`src/hw/oss_pkg.sv`:
```
// Purpose: Shared constants and types for the oscillator select block
// Assumes: Avalon-MM byte addresses, one 32-bit word per register
// Notes:   Group codes are shared by the live, new and power-up fields
package oss_pkg;

	// ----------------------------------------------------------------
	// Register map
	// ----------------------------------------------------------------
	localparam logic [3:0]  ADDR_CTRL = 4'h0; // oscillator_control
	localparam logic [3:0]  ADDR_TUNE = 4'h4; // rc_tuning
	localparam logic [3:0]  ADDR_CFG  = 4'h8; // oscillator_config_word

	// ----------------------------------------------------------------
	// Oscillator group codes
	// ----------------------------------------------------------------
	localparam logic [2:0]  GRP_PLL   = 3'h7;
	localparam logic [2:0]  GRP_EXT   = 3'h3;
	localparam logic [2:0]  GRP_LOW_POWER_RC_OSCILLATOR  = 3'h2;
	localparam logic [2:0]  GRP_FRC   = 3'h1;
	localparam logic [2:0]  GRP_LPXT  = 3'h0;

	// ----------------------------------------------------------------
	// Control register fields
	// ----------------------------------------------------------------
	localparam int          CUR_LSB   = 12;
	localparam int          NEW_LSB   = 8;
	localparam int          POST_LSB  = 6;
	localparam int          LOCK_BIT  = 5;
	localparam int          CF_BIT    = 3;
	localparam int          SEC_BIT   = 1;
	localparam int          REQ_BIT   = 0;
	localparam logic [7:0]  KEY_LO_1  = 8'h46;
	localparam logic [7:0]  KEY_LO_2  = 8'h57;
	localparam logic [7:0]  KEY_HI_1  = 8'h78;
	localparam logic [7:0]  KEY_HI_2  = 8'h9a;

	// ----------------------------------------------------------------
	// Configuration word fields
	// ----------------------------------------------------------------
	localparam int          CKSM_LSB  = 14;
	localparam int          FOS_LSB   = 8;
	localparam int          FPR_LSB   = 0;
	localparam logic [23:0] CFG_MASK  = 24'h00c70f;

	// ----------------------------------------------------------------
	// Postscaler codes and last count of each division
	// ----------------------------------------------------------------
	localparam logic [1:0]  POST_D1   = 2'h0;
	localparam logic [1:0]  POST_D4   = 2'h1;
	localparam logic [1:0]  POST_D16  = 2'h2;
	localparam logic [5:0]  LAST_D1   = 6'h00;
	localparam logic [5:0]  LAST_D4   = 6'h03;
	localparam logic [5:0]  LAST_D16  = 6'h0f;
	localparam logic [5:0]  LAST_D64  = 6'h3f;

	// ----------------------------------------------------------------
	// Indices of the pin inputs inside the synchroniser vector
	// ----------------------------------------------------------------
	localparam int          NSYNC     = 8;
	localparam int          IN_FAIL   = 0; // Monitor saw a dead clock
	localparam int          IN_RUN    = 1; // Oscillator oscillates
	localparam int          IN_OST    = 2; // Start-up timer expired
	localparam int          IN_LOCK   = 3; // PLL in lock
	localparam int          IN_TMR    = 4; // Power-up timers expired
	localparam int          IN_NOPWRT = 5; // Power-up timer disabled
	localparam int          IN_SYSCLK = 6; // System clock running
	localparam int          IN_DONE   = 7; // Oscillator switch finished

	// Unlock sequence progress of one byte lane
	typedef enum logic [1:0] {
		KEY_IDLE  = 2'b00,
		KEY_FIRST = 2'b01,
		KEY_OPEN  = 2'b10
	} oss_key_t;

	// Whole state of the block, registered as one word
	typedef struct packed {
		logic [NSYNC-1:0] s1;
		logic [NSYNC-1:0] s2;
		logic [NSYNC-1:0] s3;
		logic [NSYNC-1:0] flt;
		logic [23:0]      cfg;
		logic [2:0]       cur;
		logic [2:0]       nw;
		logic [1:0]       post;
		logic             lock;
		logic             cf;
		logic             sec_en;
		logic             req;
		logic             busy;
		logic             chk_done;
		logic [3:0]       trim;
		oss_key_t         key_lo;
		oss_key_t         key_hi;
		logic             wait_r;
		logic [31:0]      rdata;
		logic [5:0]       div_cnt;
		logic             div_tick;
		logic             trap;
		logic             core_run;
		logic             mon_on;
		logic             sw_on;
	} oss_state_t;

endpackage : oss_pkg

```
`src/hw/oss_ctrl.sv`:
```
// Purpose: Oscillator group selection and clock switch control
// Assumes: rst stands for power-on or brown-out reset; clk is 25 MHz
// Notes:   Oscillators, PLL and fail monitor sit outside this block
//
// How it works
// - current_group field is read only and reports the live group code
// - reset loads current_group and new_group from powerup_group_config
// - a completed switch copies new_group into current_group
// - a monitor failure sets current_group to the fast RC code
// - clock_divider_select divides by 1, 4, 16 or 64
// - lock flag clears on reset, switch start and loss; sets on lock
// - lock flag reads zero unless the PLL group is live
// - clock_fail_flag sets on failure, clears on reset, start, software
// - secondary_osc_enable drives the secondary oscillator; reset clears
// - software sets switch_request to ask for a switch to new_group
// - switch_request clears on reset, success, redundant switch, failure
// - unimplemented control and tuning bits read as zero
// - four-bit signed rc_trim_code steers the fast RC oscillator
// - switch_monitor_config 1x off, 01 switching only, 00 both on
// - power-up group comes from the configuration word group field
// - primary option, PLL source included, comes from configuration
// - startup check after timers traps to fast RC if clock is unready
// - no monitor and no power-up timer gives a fast reset exit
// - no monitor and no system clock keeps the core halted
// - power-on reset selects the source from configuration
// - clearing switch_request aborts a switch in progress
// - switching moves between groups only, never options inside one
//
// Implementation choices: the Avalon-MM slave port and the address map.
`timescale 1ns/1ps

module oss_ctrl (
	// Clock and reset
	input  wire logic        clk,
	input  wire logic        rst,
	// Avalon-MM slave
	input  wire logic [3:0]  address,
	input  wire logic        read,
	input  wire logic        write,
	input  wire logic [31:0] writedata,
	input  wire logic [3:0]  byteenable,
	output logic      [31:0] readdata,
	output logic             waitrequest,
	// Programmed configuration word
	input  wire logic [23:0] cfg_word_in,
	// Status from the oscillators, monitor and reset unit
	input  wire logic        clk_fail_in,
	input  wire logic        osc_running_in,
	input  wire logic        ost_expired_in,
	input  wire logic        pll_locked_in,
	input  wire logic        timers_done_in,
	input  wire logic        power_up_timer_disabled_in,
	input  wire logic        sysclk_running_in,
	input  wire logic        switch_done_in,
	// Oscillator steering
	output logic      [2:0]  current_group,
	output logic      [2:0]  target_group,
	output logic             switch_active,
	output logic      [3:0]  primary_option_config,
	output logic      [3:0]  rc_trim_code,
	output logic             secondary_osc_enable,
	output logic             fail_safe_monitor,
	output logic             switch_allowed,
	output logic             div_tick,
	// Core control
	output logic             clock_fail_trap,
	output logic             core_run
);

	// ----------------------------------------------------------------
	// Helpers
	// ----------------------------------------------------------------

	// Last count of the postscaler for a given code
	function automatic logic [5:0] div_last(input logic [1:0] sel);
		case (sel)
			oss_pkg::POST_D1:  div_last = oss_pkg::LAST_D1;
			oss_pkg::POST_D4:  div_last = oss_pkg::LAST_D4;
			oss_pkg::POST_D16: div_last = oss_pkg::LAST_D16;
			default:           div_last = oss_pkg::LAST_D64;
		endcase
	endfunction : div_last

	// Advance one lane's unlock sequence on a completed access
	function automatic oss_pkg::oss_key_t key_step(
		input oss_pkg::oss_key_t key,
		input logic              lane_wr,
		input logic [7:0]        data,
		input logic [7:0]        k1,
		input logic [7:0]        k2
	);
		key_step = oss_pkg::KEY_IDLE;
		if (lane_wr && key == oss_pkg::KEY_FIRST && data == k2) begin
			key_step = oss_pkg::KEY_OPEN;
		end else if (lane_wr && key == oss_pkg::KEY_IDLE && data == k1) begin
			key_step = oss_pkg::KEY_FIRST;
		end
	endfunction : key_step

	// ----------------------------------------------------------------
	// State and decoded events
	// ----------------------------------------------------------------
	oss_pkg::oss_state_t     st;
	oss_pkg::oss_state_t     st_next;
	logic [oss_pkg::NSYNC-1:0] pins;
	logic [oss_pkg::NSYNC-1:0] f_new;
	logic [oss_pkg::NSYNC-1:0] rise;
	logic [1:0]              cksm;
	logic                    sw_en;
	logic                    mon_en;
	logic                    req;
	logic                    done_bus;
	logic                    fail_ev;
	logic                    done_ev;
	logic                    start_ev;
	logic                    redund_ev;
	logic                    unready;
	logic                    lock_vis;
	logic [31:0]             rd_mux;

	assign pins = {switch_done_in, sysclk_running_in, power_up_timer_disabled_in,
	               timers_done_in, pll_locked_in, ost_expired_in,
	               osc_running_in, clk_fail_in};

	// A pin change counts once the second and third stages agree
	assign f_new = (st.s2 ~^ st.s3) & st.s3 | (st.s2 ^ st.s3) & st.flt;
	assign rise  = f_new & ~st.flt;

	// Configuration decode: upper bit kills both functions
	assign cksm   = st.cfg[oss_pkg::CKSM_LSB +: 2];
	assign sw_en  = ~cksm[1];
	assign mon_en = ~cksm[1] & ~cksm[0];

	assign req      = read | write;
	assign done_bus = req & ~st.wait_r;

	// Clock is unready after the timers: dead, unsettled or unlocked
	assign unready  = ~f_new[oss_pkg::IN_RUN] | ~f_new[oss_pkg::IN_OST] |
	                  (st.cur == oss_pkg::GRP_PLL &
	                   ~f_new[oss_pkg::IN_LOCK]);
	// Monitor trips either on a live failure or on the startup check
	assign fail_ev  = mon_en & (rise[oss_pkg::IN_FAIL] |
	                  (~st.chk_done & f_new[oss_pkg::IN_TMR] &
	                   unready));
	assign done_ev  = st.busy & st.req & rise[oss_pkg::IN_DONE] & ~fail_ev;
	assign start_ev = st.req & ~st.busy & sw_en & ~fail_ev &
	                  (st.nw != st.cur);
	assign redund_ev = st.req & ~st.busy & sw_en & ~fail_ev &
	                   (st.nw == st.cur);
	assign lock_vis = st.lock & (st.cur == oss_pkg::GRP_PLL);

	// ----------------------------------------------------------------
	// Read multiplexer
	// ----------------------------------------------------------------

	// Unimplemented bits keep the zero default of rd_mux
	always_comb begin
		rd_mux = 32'h0;
		case (address)
			oss_pkg::ADDR_CTRL: begin
				rd_mux[oss_pkg::CUR_LSB +: 3]  = st.cur;
				rd_mux[oss_pkg::NEW_LSB +: 3]  = st.nw;
				rd_mux[oss_pkg::POST_LSB +: 2] = st.post;
				rd_mux[oss_pkg::LOCK_BIT]      = lock_vis;
				rd_mux[oss_pkg::CF_BIT]        = st.cf;
				rd_mux[oss_pkg::SEC_BIT]       = st.sec_en;
				rd_mux[oss_pkg::REQ_BIT]       = st.req;
			end
			oss_pkg::ADDR_TUNE: begin
				rd_mux[3:0] = st.trim;
			end
			oss_pkg::ADDR_CFG: begin
				rd_mux[23:0] = st.cfg & oss_pkg::CFG_MASK;
			end
			default: begin
				rd_mux = 32'h0;
			end
		endcase
	end

	// ----------------------------------------------------------------
	// Next state
	// ----------------------------------------------------------------

	// Software effects go first so that hardware events override them
	always_comb begin
		st_next = st;
		// Pin synchronisers
		st_next.s1  = pins;
		st_next.s2  = st.s1;
		st_next.s3  = st.s2;
		st_next.flt = f_new;

		// Bus handshake: one wait cycle, then the transfer completes
		if (req && st.wait_r) begin
			st_next.wait_r = 1'b0;
			st_next.rdata  = read ? rd_mux : 32'h0;
		end else begin
			st_next.wait_r = 1'b1;
		end

		if (done_bus) begin
			// Any other access breaks a started unlock sequence
			st_next.key_lo = key_step(st.key_lo,
				write && address == oss_pkg::ADDR_CTRL && byteenable[0],
				writedata[7:0], oss_pkg::KEY_LO_1,
				oss_pkg::KEY_LO_2);
			st_next.key_hi = key_step(st.key_hi,
				write && address == oss_pkg::ADDR_CTRL && byteenable[1],
				writedata[15:8], oss_pkg::KEY_HI_1,
				oss_pkg::KEY_HI_2);
			if (write && address == oss_pkg::ADDR_CTRL) begin
				if (byteenable[0] && st.key_lo == oss_pkg::KEY_OPEN) begin
					st_next.post   = writedata[oss_pkg::POST_LSB +: 2];
					st_next.sec_en = writedata[oss_pkg::SEC_BIT];
					st_next.req    = writedata[oss_pkg::REQ_BIT];
					// Software can only clear the flag, never set it
					st_next.cf     = st.cf & writedata[oss_pkg::CF_BIT];
					st_next.key_lo = oss_pkg::KEY_IDLE;
				end
				if (byteenable[1] && st.key_hi == oss_pkg::KEY_OPEN) begin
					st_next.nw     = writedata[oss_pkg::NEW_LSB +: 3];
					st_next.key_hi = oss_pkg::KEY_IDLE;
				end
			end
			if (write && address == oss_pkg::ADDR_TUNE && byteenable[0]) begin
				st_next.trim = writedata[3:0];
			end
		end

		// Lock follows the PLL, dropped when a new sequence starts
		st_next.lock = f_new[oss_pkg::IN_LOCK] & ~start_ev;

		// Switch sequencing; a failure takes every other path over
		if (fail_ev) begin
			st_next.cur  = oss_pkg::GRP_FRC;
			st_next.cf   = 1'b1;
			st_next.req  = 1'b0;
			st_next.busy = 1'b0;
		end else if (done_ev) begin
			st_next.cur  = st.nw;
			st_next.req  = 1'b0;
			st_next.busy = 1'b0;
		end else if (st.busy && !st.req) begin
			st_next.busy = 1'b0;
		end else if (start_ev) begin
			st_next.busy = 1'b1;
			st_next.cf   = 1'b0;
		end else if (redund_ev) begin
			st_next.req  = 1'b0;
		end
		if (f_new[oss_pkg::IN_TMR]) begin
			st_next.chk_done = 1'b1;
		end

		// Postscaler: one tick per divided period
		if (st.div_cnt >= div_last(st.post)) begin
			st_next.div_cnt  = 6'h00;
			st_next.div_tick = 1'b1;
		end else begin
			st_next.div_cnt  = st.div_cnt + 6'h01;
			st_next.div_tick = 1'b0;
		end

		st_next.trap = fail_ev;
		// Release: timers done, or at once without monitor and timer;
		// without monitor the core waits for a running system clock
		st_next.core_run = (f_new[oss_pkg::IN_TMR] |
		                    (~mon_en & f_new[oss_pkg::IN_NOPWRT])) &
		                   (mon_en | f_new[oss_pkg::IN_SYSCLK]);

		if (rst) begin
			st_next          = '0;
			st_next.cfg      = cfg_word_in;
			st_next.cur      = cfg_word_in[oss_pkg::FOS_LSB +: 3];
			st_next.nw       = cfg_word_in[oss_pkg::FOS_LSB +: 3];
			st_next.mon_on   = ~|cfg_word_in[oss_pkg::CKSM_LSB +: 2];
			st_next.sw_on    = ~cfg_word_in[oss_pkg::CKSM_LSB + 1];
			st_next.wait_r   = 1'b1;
		end
	end

	// State register; the strap is caught by this clocked process
	always_ff @(posedge clk) begin
		st <= st_next;
	end

	// ----------------------------------------------------------------
	// Outputs, each straight from the state word
	// ----------------------------------------------------------------
	assign readdata              = st.rdata;
	assign waitrequest           = st.wait_r;
	assign current_group         = st.cur;
	assign target_group          = st.nw;
	assign switch_active         = st.busy;
	assign primary_option_config = st.cfg[oss_pkg::FPR_LSB +: 4];
	assign rc_trim_code          = st.trim;
	assign secondary_osc_enable  = st.sec_en;
	assign fail_safe_monitor     = st.mon_on;
	assign switch_allowed        = st.sw_on;
	assign div_tick              = st.div_tick;
	assign clock_fail_trap       = st.trap;
	assign core_run              = st.core_run;
endmodule : oss_ctrl

```
`config.mk`:
```
export PLATFORM = sky130hd
export DESIGN_NAME = oss_ctrl
export DESIGN_NICKNAME = d
export VERILOG_FILES = /design/src/hw/oss_pkg.sv /design/src/hw/oss_ctrl.sv
export SDC_FILE = /design/constraint.sdc
export NUM_CORES = 1
export LEC_CHECK = 0
export BUFFER_PORTS_ARGS = -buffer_cell sky130_fd_sc_hd__clkbuf_2
export CAP_MARGIN = 20
export CORE_MARGIN = 2
export CORE_UTILIZATION = 54
export DETAILED_ROUTE_END_ITERATION = 8
export PLACE_DENSITY = 0.86
export SLEW_MARGIN = 10
export SYNTH_ARGS = -nofsm -noshare
export SYNTH_HDL_FRONTEND = slang
export SYNTH_SLANG_ARGS = --single-unit
```
`constraint.sdc`:
```
create_clock -name clk -period 3.5 [get_ports clk]
set_clock_uncertainty 0.05 [all_clocks]
set_input_delay 0.35 -clock clk [delete_from_list [all_inputs] [get_ports clk]]
set_output_delay 0.35 -clock clk [all_outputs]
set_load 0.01 [all_outputs]
```
## Word-level counts from Yosys, hierarchy flattened

Index checks and enable logic that the tools add are counted.

| word-level totals | value |
|---|---|
| register bits after elaboration | 114 |
| bits in latches | 0 |
| RAM bits | 0 |
| bits in read-only memories | 0 |
| input bits | 76 |
| output and inout bits | 54 |
| word-level logic and storage cells | 162 |
| memories | 0 |

| operators by class | value |
|---|---|
| add/sub/neg operators | 1 |
| multiply operators | 0 |
| div/mod/pow operators | 0 |
| order comparisons | 1 |
| equal/unequal tests | 15 |
| shifts and indexed selects | 0 |
| mux-type cells | 42 |
| bitwise logic cells | 44 |
| reduce and logical (&&, ||, !) cells | 34 |

Operators with widths:

| cell | number |
|---|---|
| $mux W66 | 1 |
| $mux W32 | 1 |
| $and A8 B8 Y8 | 3 |
| $eq A8 B7 Y1 const B | 3 |
| $mux W24 | 1 |
| $and A1 B1 Y1 | 19 |
| $mux W3 | 6 |
| $pmux W6 S3 | 1 |
| $logic_and A1 B1 Y1 | 17 |
| $mux W1 | 14 |
| $mux W2 | 7 |
| $not A1 Y1 | 12 |
| $pmux W6 S2 | 1 |
| $mux W5 | 2 |
| $eq A8 B8 Y1 const B | 1 |
| $mux W4 | 2 |
| $mux W8 | 1 |
| $not A8 Y8 | 1 |
| $or A8 B8 Y8 | 1 |
| $xnor A8 B8 Y8 | 1 |
| $xor A8 B8 Y8 | 1 |
| $mux W7 | 1 |
| $add A6 B1 Y6 const B | 1 |
| $eq A2 B1 Y1 const B | 3 |
| other kinds (22) | 36 |

## Depth between registers and ports, before layout

| depth | value |
|---|---|
| depth after elaboration | 18 |
| gate-level depth with buffers | 7 |
| depth with buffers taken out | 7 |

## Least setup slack after synthesis

Ideal clock, no wire load.

| timing path | value |
|---|---|
| path type | reg-to-reg |
| start point | register st[101] (netlist bit) |
| end point | register st (netlist bit current_group[0]), enable pin |
| setup time | 0.302 ns |
| arrival time | 1.484 ns |
| required time | 3.148 ns |
| setup slack | 1.664 ns |
| cell stages (with the launch flop) | 6 |
| path buffers | 0 |
| clock period less this slack | 1.836 ns |
| path through | dfxtp_1 ha_1 a21oi_1 a311oi_2 o41a_2 nand2_2 |

| on the way | value |
|---|---|
| cells in the longest elaborated chain, start to end | 12 |
| elaborated cells on any way between the ends | 14 |
| those cells by class | 13 x bitwise; 1 x reduce/logical |

Ends and longest elaborated chain:

| element | RTL line | RTL |
|---|---|---|
| from (decl) | oss_ctrl.sv:103 | `oss_pkg::oss_state_t st;` |
| from (signal assigned) | oss_ctrl.sv:285 | `st <= st_next;` |
| $xnor A8 B8 Y8 / $xor A8 B8 Y8 (equally long branches) | oss_ctrl.sv:126 | `assign f_new = (st.s2 ~^ st.s3) & st.s3 \| (st.s2 ^ st.s3) & st.flt;` |
| $and A8 B8 Y8 | oss_ctrl.sv:126 |  |
| $or A8 B8 Y8 (*) | oss_ctrl.sv:126 |  |
| $not A1 Y1 (*) | oss_ctrl.sv:140 | `~f_new[oss_pkg::IN_LOCK]);` |
| $and A1 B1 Y1 (*) | oss_ctrl.sv:139 | `(st.cur == oss_pkg::GRP_PLL &` |
| $or A1 B1 Y1 (*) | oss_ctrl.sv:138 | `assign unready = ~f_new[oss_pkg::IN_RUN] \| ~f_new[oss_pkg::IN_OST] \|` |
| $and A1 B1 Y1 (*) | oss_ctrl.sv:143 | `(~st.chk_done & f_new[oss_pkg::IN_TMR] &` |
| $or A1 B1 Y1 (*) | oss_ctrl.sv:142 | `assign fail_ev = mon_en & (rise[oss_pkg::IN_FAIL] \|` |
| $and A1 B1 Y1 (*) | oss_ctrl.sv:142 |  |
| $not A1 Y1 | oss_ctrl.sv:145 | `assign done_ev = st.busy & st.req & rise[oss_pkg::IN_DONE] & ~fail_ev;` |
| $and A1 B1 Y1 | oss_ctrl.sv:145 |  |
| $reduce_bool A3 Y1 (no source line) (*) | -- |  |

Mark *: on every way between the ends. The rest lies on a longest branch, timed or not.
A chain may end at the register's enable or synchronous reset.

==> metrics.log <==
INFO  metric hold_path_startpoint = cfg_word_in[1]
INFO  metric worst_setup_sp_type = flip-flop
INFO  metric clk_root_buffer_cell = sky130_fd_sc_hd__clkbuf_8
INFO  metric cts_buffer_depth = 2
INFO  metric grt_pass1_wl = between 10 and 15 mm
INFO  metric worst_skew_pair.late_latency = about 0.36 ns
INFO  metric timing.hold.worst_path_depth = 1
INFO  metric synth_enable_flop_cells = 17
INFO  metric grt_pass1_vias = about 2,500
INFO  metric number_of_antenna_violations_at_the_first_check_in_global_routing = 0
INFO  metric routed_wirelength = a little over 7 mm
INFO  metric hold_end = primary_option_config[1]$_DFFE_PP_
INFO  metric cts_tree = yes
INFO  metric synth_cell_types = 52
INFO  metric cell_count_after_synthesis = 369
INFO  metric placement.cell_area = slightly above 0.004 mm2
INFO  metric synthesis.area = 0.00383 mm2
INFO  metric timing_max_transition_violations_final = 0
INFO  metric postCtsResizedCells = 0
INFO  metric setup_viol = 0
INFO  metric fin_crit = between 2 and 2.5 ns
INFO  metric synth_area_per_cell = ~10 um2
INFO  metric ctsHtreeMaxLevel = 3
INFO  metric fmaxAchievable = around 480 MHz
INFO  metric worst_slew_pin_slew = 0.979 ns
INFO  metric buffer_ports.inserted = 78
INFO  metric r2r-end = current_group[1]$_DFFE_PP_
INFO  metric layout_commonest_cell = sky130_fd_sc_hd__clkbuf_2
INFO  metric post_cts_repair_setup_buffers = 0
INFO  metric fin_util = 0.616
INFO  metric fp.dieH = slightly below 90 um
INFO  metric cp_slowest_cell = sky130_fd_sc_hd__o41ai_2
INFO  metric timing_hold_violations_final = 0
INFO  metric cells_on_worst_reg2reg_path = 6
INFO  metric dr.pass1.iters = 5
INFO  metric drc = 0
INFO  metric synth_top_area_frac = 0.377
INFO  metric outcome = finished, final reports clean
INFO  metric setup_repair_after_global_routing_missed_its_margin = false
INFO  metric r2r-start = st[101]$_SDFF_PP0_
INFO  metric detail_route.wl_per_cell = approximately 14 um
INFO  metric top_level_ports = 130
INFO  metric die_area = a little under 0.008 mm2
INFO  metric netlist.top_cell.by_area = sky130_fd_sc_hd__dfxtp_1
INFO  metric max_vdd_drop = ~230 uV
INFO  metric final_net_count = a little over 500
INFO  metric count_of_routing_violations_after_the_opening_detailed_route_iteration = slightly below 200
INFO  metric clk_pin_slew = approximately 0.1 ns
INFO  metric layout_common_cells = sky130_fd_sc_hd__clkbuf_2, sky130_fd_sc_hd__dfxtp_1, sky130_fd_sc_hd__nor2_1, sky130_fd_sc_hd__nor2b_1, sky130_fd_sc_hd__conb_1
INFO  metric yosys_warnings = 0
INFO  metric vias = about 2,700
INFO  metric critPathMaxStageDelay = 0.48 ns
INFO  metric total_inserted_antenna_cells = 0
INFO  metric ys.flop_type = sky130_fd_sc_hd__dfxtp_1
INFO  metric fin_crit_sh = 0.589
INFO  metric hpwlAfterDp = roughly 5.4 mm
INFO  metric grt_remaining_overflow = 0
INFO  metric worst_ep_required_time = approximately 3.6 ns
INFO  metric core_area = roughly 0.007 mm2
INFO  metric post-layout-total-power = 1.89 mW
INFO  metric antenna_violating_nets_post_route = 0
INFO  metric cts_sinks = 89
INFO  metric drive_gt1_frac = 0.266
INFO  metric critical_path_peak_fanout = 3
INFO  metric die_w = roughly 90 um
INFO  metric worst-endpoint-arrival = roughly 2.1 ns
INFO  metric register_to_register_setup_slack = 1.44 ns
INFO  metric detail_route.vias_per_cell = around 5.1
INFO  metric crit_path_cell_trace = ha_1 -> a21oi_1 -> a311oi_2 -> o41ai_2 -> nor2_2 -> a22o_1
INFO  metric grt_util_all_layers = 0.191
INFO  metric cell_types_with_the_largest_area_share_after_synthesis = sky130_fd_sc_hd__dfxtp_1, sky130_fd_sc_hd__edfxtp_1, sky130_fd_sc_hd__buf_4, sky130_fd_sc_hd__ha_1, sky130_fd_sc_hd__nor2b_1
INFO  metric ys_ff_latch = 89
INFO  metric criticalPathCategory = reg2reg
INFO  metric yosysSeqAreaShare = 0.510
INFO  metric drv_cap = 0
INFO  metric timing.setup.tns = 0 ns
INFO  metric cts_hold_buffers = 0
INFO  metric end_kind = flip-flop
INFO  metric slew_headroom = 0.343
INFO  metric number_of_fillers_in_the_final_layout = 591
INFO  metric maximum_number_of_pins_on_one_net_before_global_route_repair = 48
INFO  metric initial_utilization = 0.560
INFO  metric static-leakage-power = around 1.9 nW
INFO  metric cts-buffers-inserted = 9
INFO  metric worst_min_delay_path_class = in2reg
INFO  metric row_count = 30
INFO  metric syn2layout_area_growth = 10.0%
INFO  metric layout.cell_area.non_filler = 0.00421 mm2
INFO  metric gpl_congestion = 0.872
INFO  metric power_per_cell_area = 449 mW/mm2
INFO  metric async_reset_ff_frac = 0
[sequential cells by signal (all words and copies together), names as in the netlist, 2 cells and up]
| name | count |
|---|---|
| readdata | 14 |
| primary_option_config | 4 |
| rc_trim_code | 4 |
| cksm | 2 |
| target_group | 3 |
| current_group | 3 |
| st | 51 |
[cells by family (layout without fill, tap and decap cells)]
family / Yosys count / count (layout) / share of synthesized area
other cells: 1 / 18 / 0.000980
fa+ha+maj: 15 / 15 / 0.0490
simple gates: 124 / 124 / 0.173
mux: 10 / 10 / 0.0262
buf+inv: 66 / 105 / 0.112
compound gates: 57 / 57 / 0.113
xor+xnor: 7 / 7 / 0.0160
flops: 89 / 89 / 0.510
[how the worst max path moves through the flow]
stage / to / cells after the start / slack (ns) / from
2_1_floorplan: current_group[0]$_DFFE_PP_ / 5 / 1.66 / st[101]$_SDFF_PP0_
3_3_place_gp: current_group[0]$_DFFE_PP_ / 5 / 1.52 / st[101]$_SDFF_PP0_
3_5_place_dp: current_group[1]$_DFFE_PP_ / 6 / 1.46 / st[109]$_SDFF_PP0_
4_1_cts: current_group[1]$_DFFE_PP_ / 6 / 1.43 / st[101]$_SDFF_PP0_
5_1_grt: current_group[1]$_DFFE_PP_ / 6 / 1.32 / st[101]$_SDFF_PP0_
6_report: current_group[1]$_DFFE_PP_ / 6 / 1.44 / st[101]$_SDFF_PP0_
[stage by stage]
step / std cells / setup slack [ns] / hold slack, ns
final: 521 / 1.44 / 0.124
after global routing: 521 / 1.32 / 0.100
after CTS: 521 / 1.43 / 0.108
after detailed placement: 505 / 1.46 / 0.373
after global placement: 505 / 1.52 / 0.367
after floorplan: 386 / 1.66 / 0.364
[synthesized netlist by cell type (2+ instances only)]
cell type	n
sky130_fd_sc_hd__and3_1	3
sky130_fd_sc_hd__nand3_1	8
sky130_fd_sc_hd__a222oi_1	4
sky130_fd_sc_hd__a311oi_2	2
sky130_fd_sc_hd__mux2i_1	10
sky130_fd_sc_hd__xnor2_1	2
sky130_fd_sc_hd__nor3_1	11
sky130_fd_sc_hd__clkbuf_1	6
sky130_fd_sc_hd__ha_1	15
sky130_fd_sc_hd__nor2_1	37
sky130_fd_sc_hd__o21ai_0	5
sky130_fd_sc_hd__nor2b_1	30
sky130_fd_sc_hd__edfxtp_1	17
sky130_fd_sc_hd__nand2_1	15
sky130_fd_sc_hd__dfxtp_1	72
sky130_fd_sc_hd__a22o_1	4
sky130_fd_sc_hd__a21o_1	3
sky130_fd_sc_hd__inv_1	8
sky130_fd_sc_hd__o21ai_1	2
sky130_fd_sc_hd__or2_2	2
sky130_fd_sc_hd__buf_4	48
sky130_fd_sc_hd__buf_1	3
sky130_fd_sc_hd__nor4_1	3
sky130_fd_sc_hd__a22oi_1	10
sky130_fd_sc_hd__xor2_1	5
sky130_fd_sc_hd__nand4_1	3
sky130_fd_sc_hd__a21oi_1	16
[per-layer routing]
layer  GRT usage  up-vias  share of wire
li1            -     1326              -
met1       0.245     1229           0.44
met2       0.301      112           0.49
met3      0.0575        6          0.064
met4      0.0758        0          0.012
met5           0        -              0
[where the power goes]
group          switching (mW)  internal [mW]
clock network           0.362          0.301
logic                  0.0817         0.0521
registers              0.0181           1.07
total                   0.462           1.43
[area by class of cell]
type	instances	area, um2	share of cell area
inverters	8	30.0	0.00713
well taps	96	120	0.0285
clock inverters	5	35.0	0.00832
multi-input cells	231	1510	0.359
repair buffers	81	413	0.0980
clock buffers	11	151	0.0359
flip-flops and latches	89	1950	0.463
[worst max-delay path: cells and delay by family, from the launching register on]
kind | cells | cell delay, ns
compound gates | 4 | 1.10
simple gates | 1 | 0.07
flops | 1 | 0.31
fa+ha+maj | 1 | 0.28
Note: power is estimated with default switching activity, not from simulation.
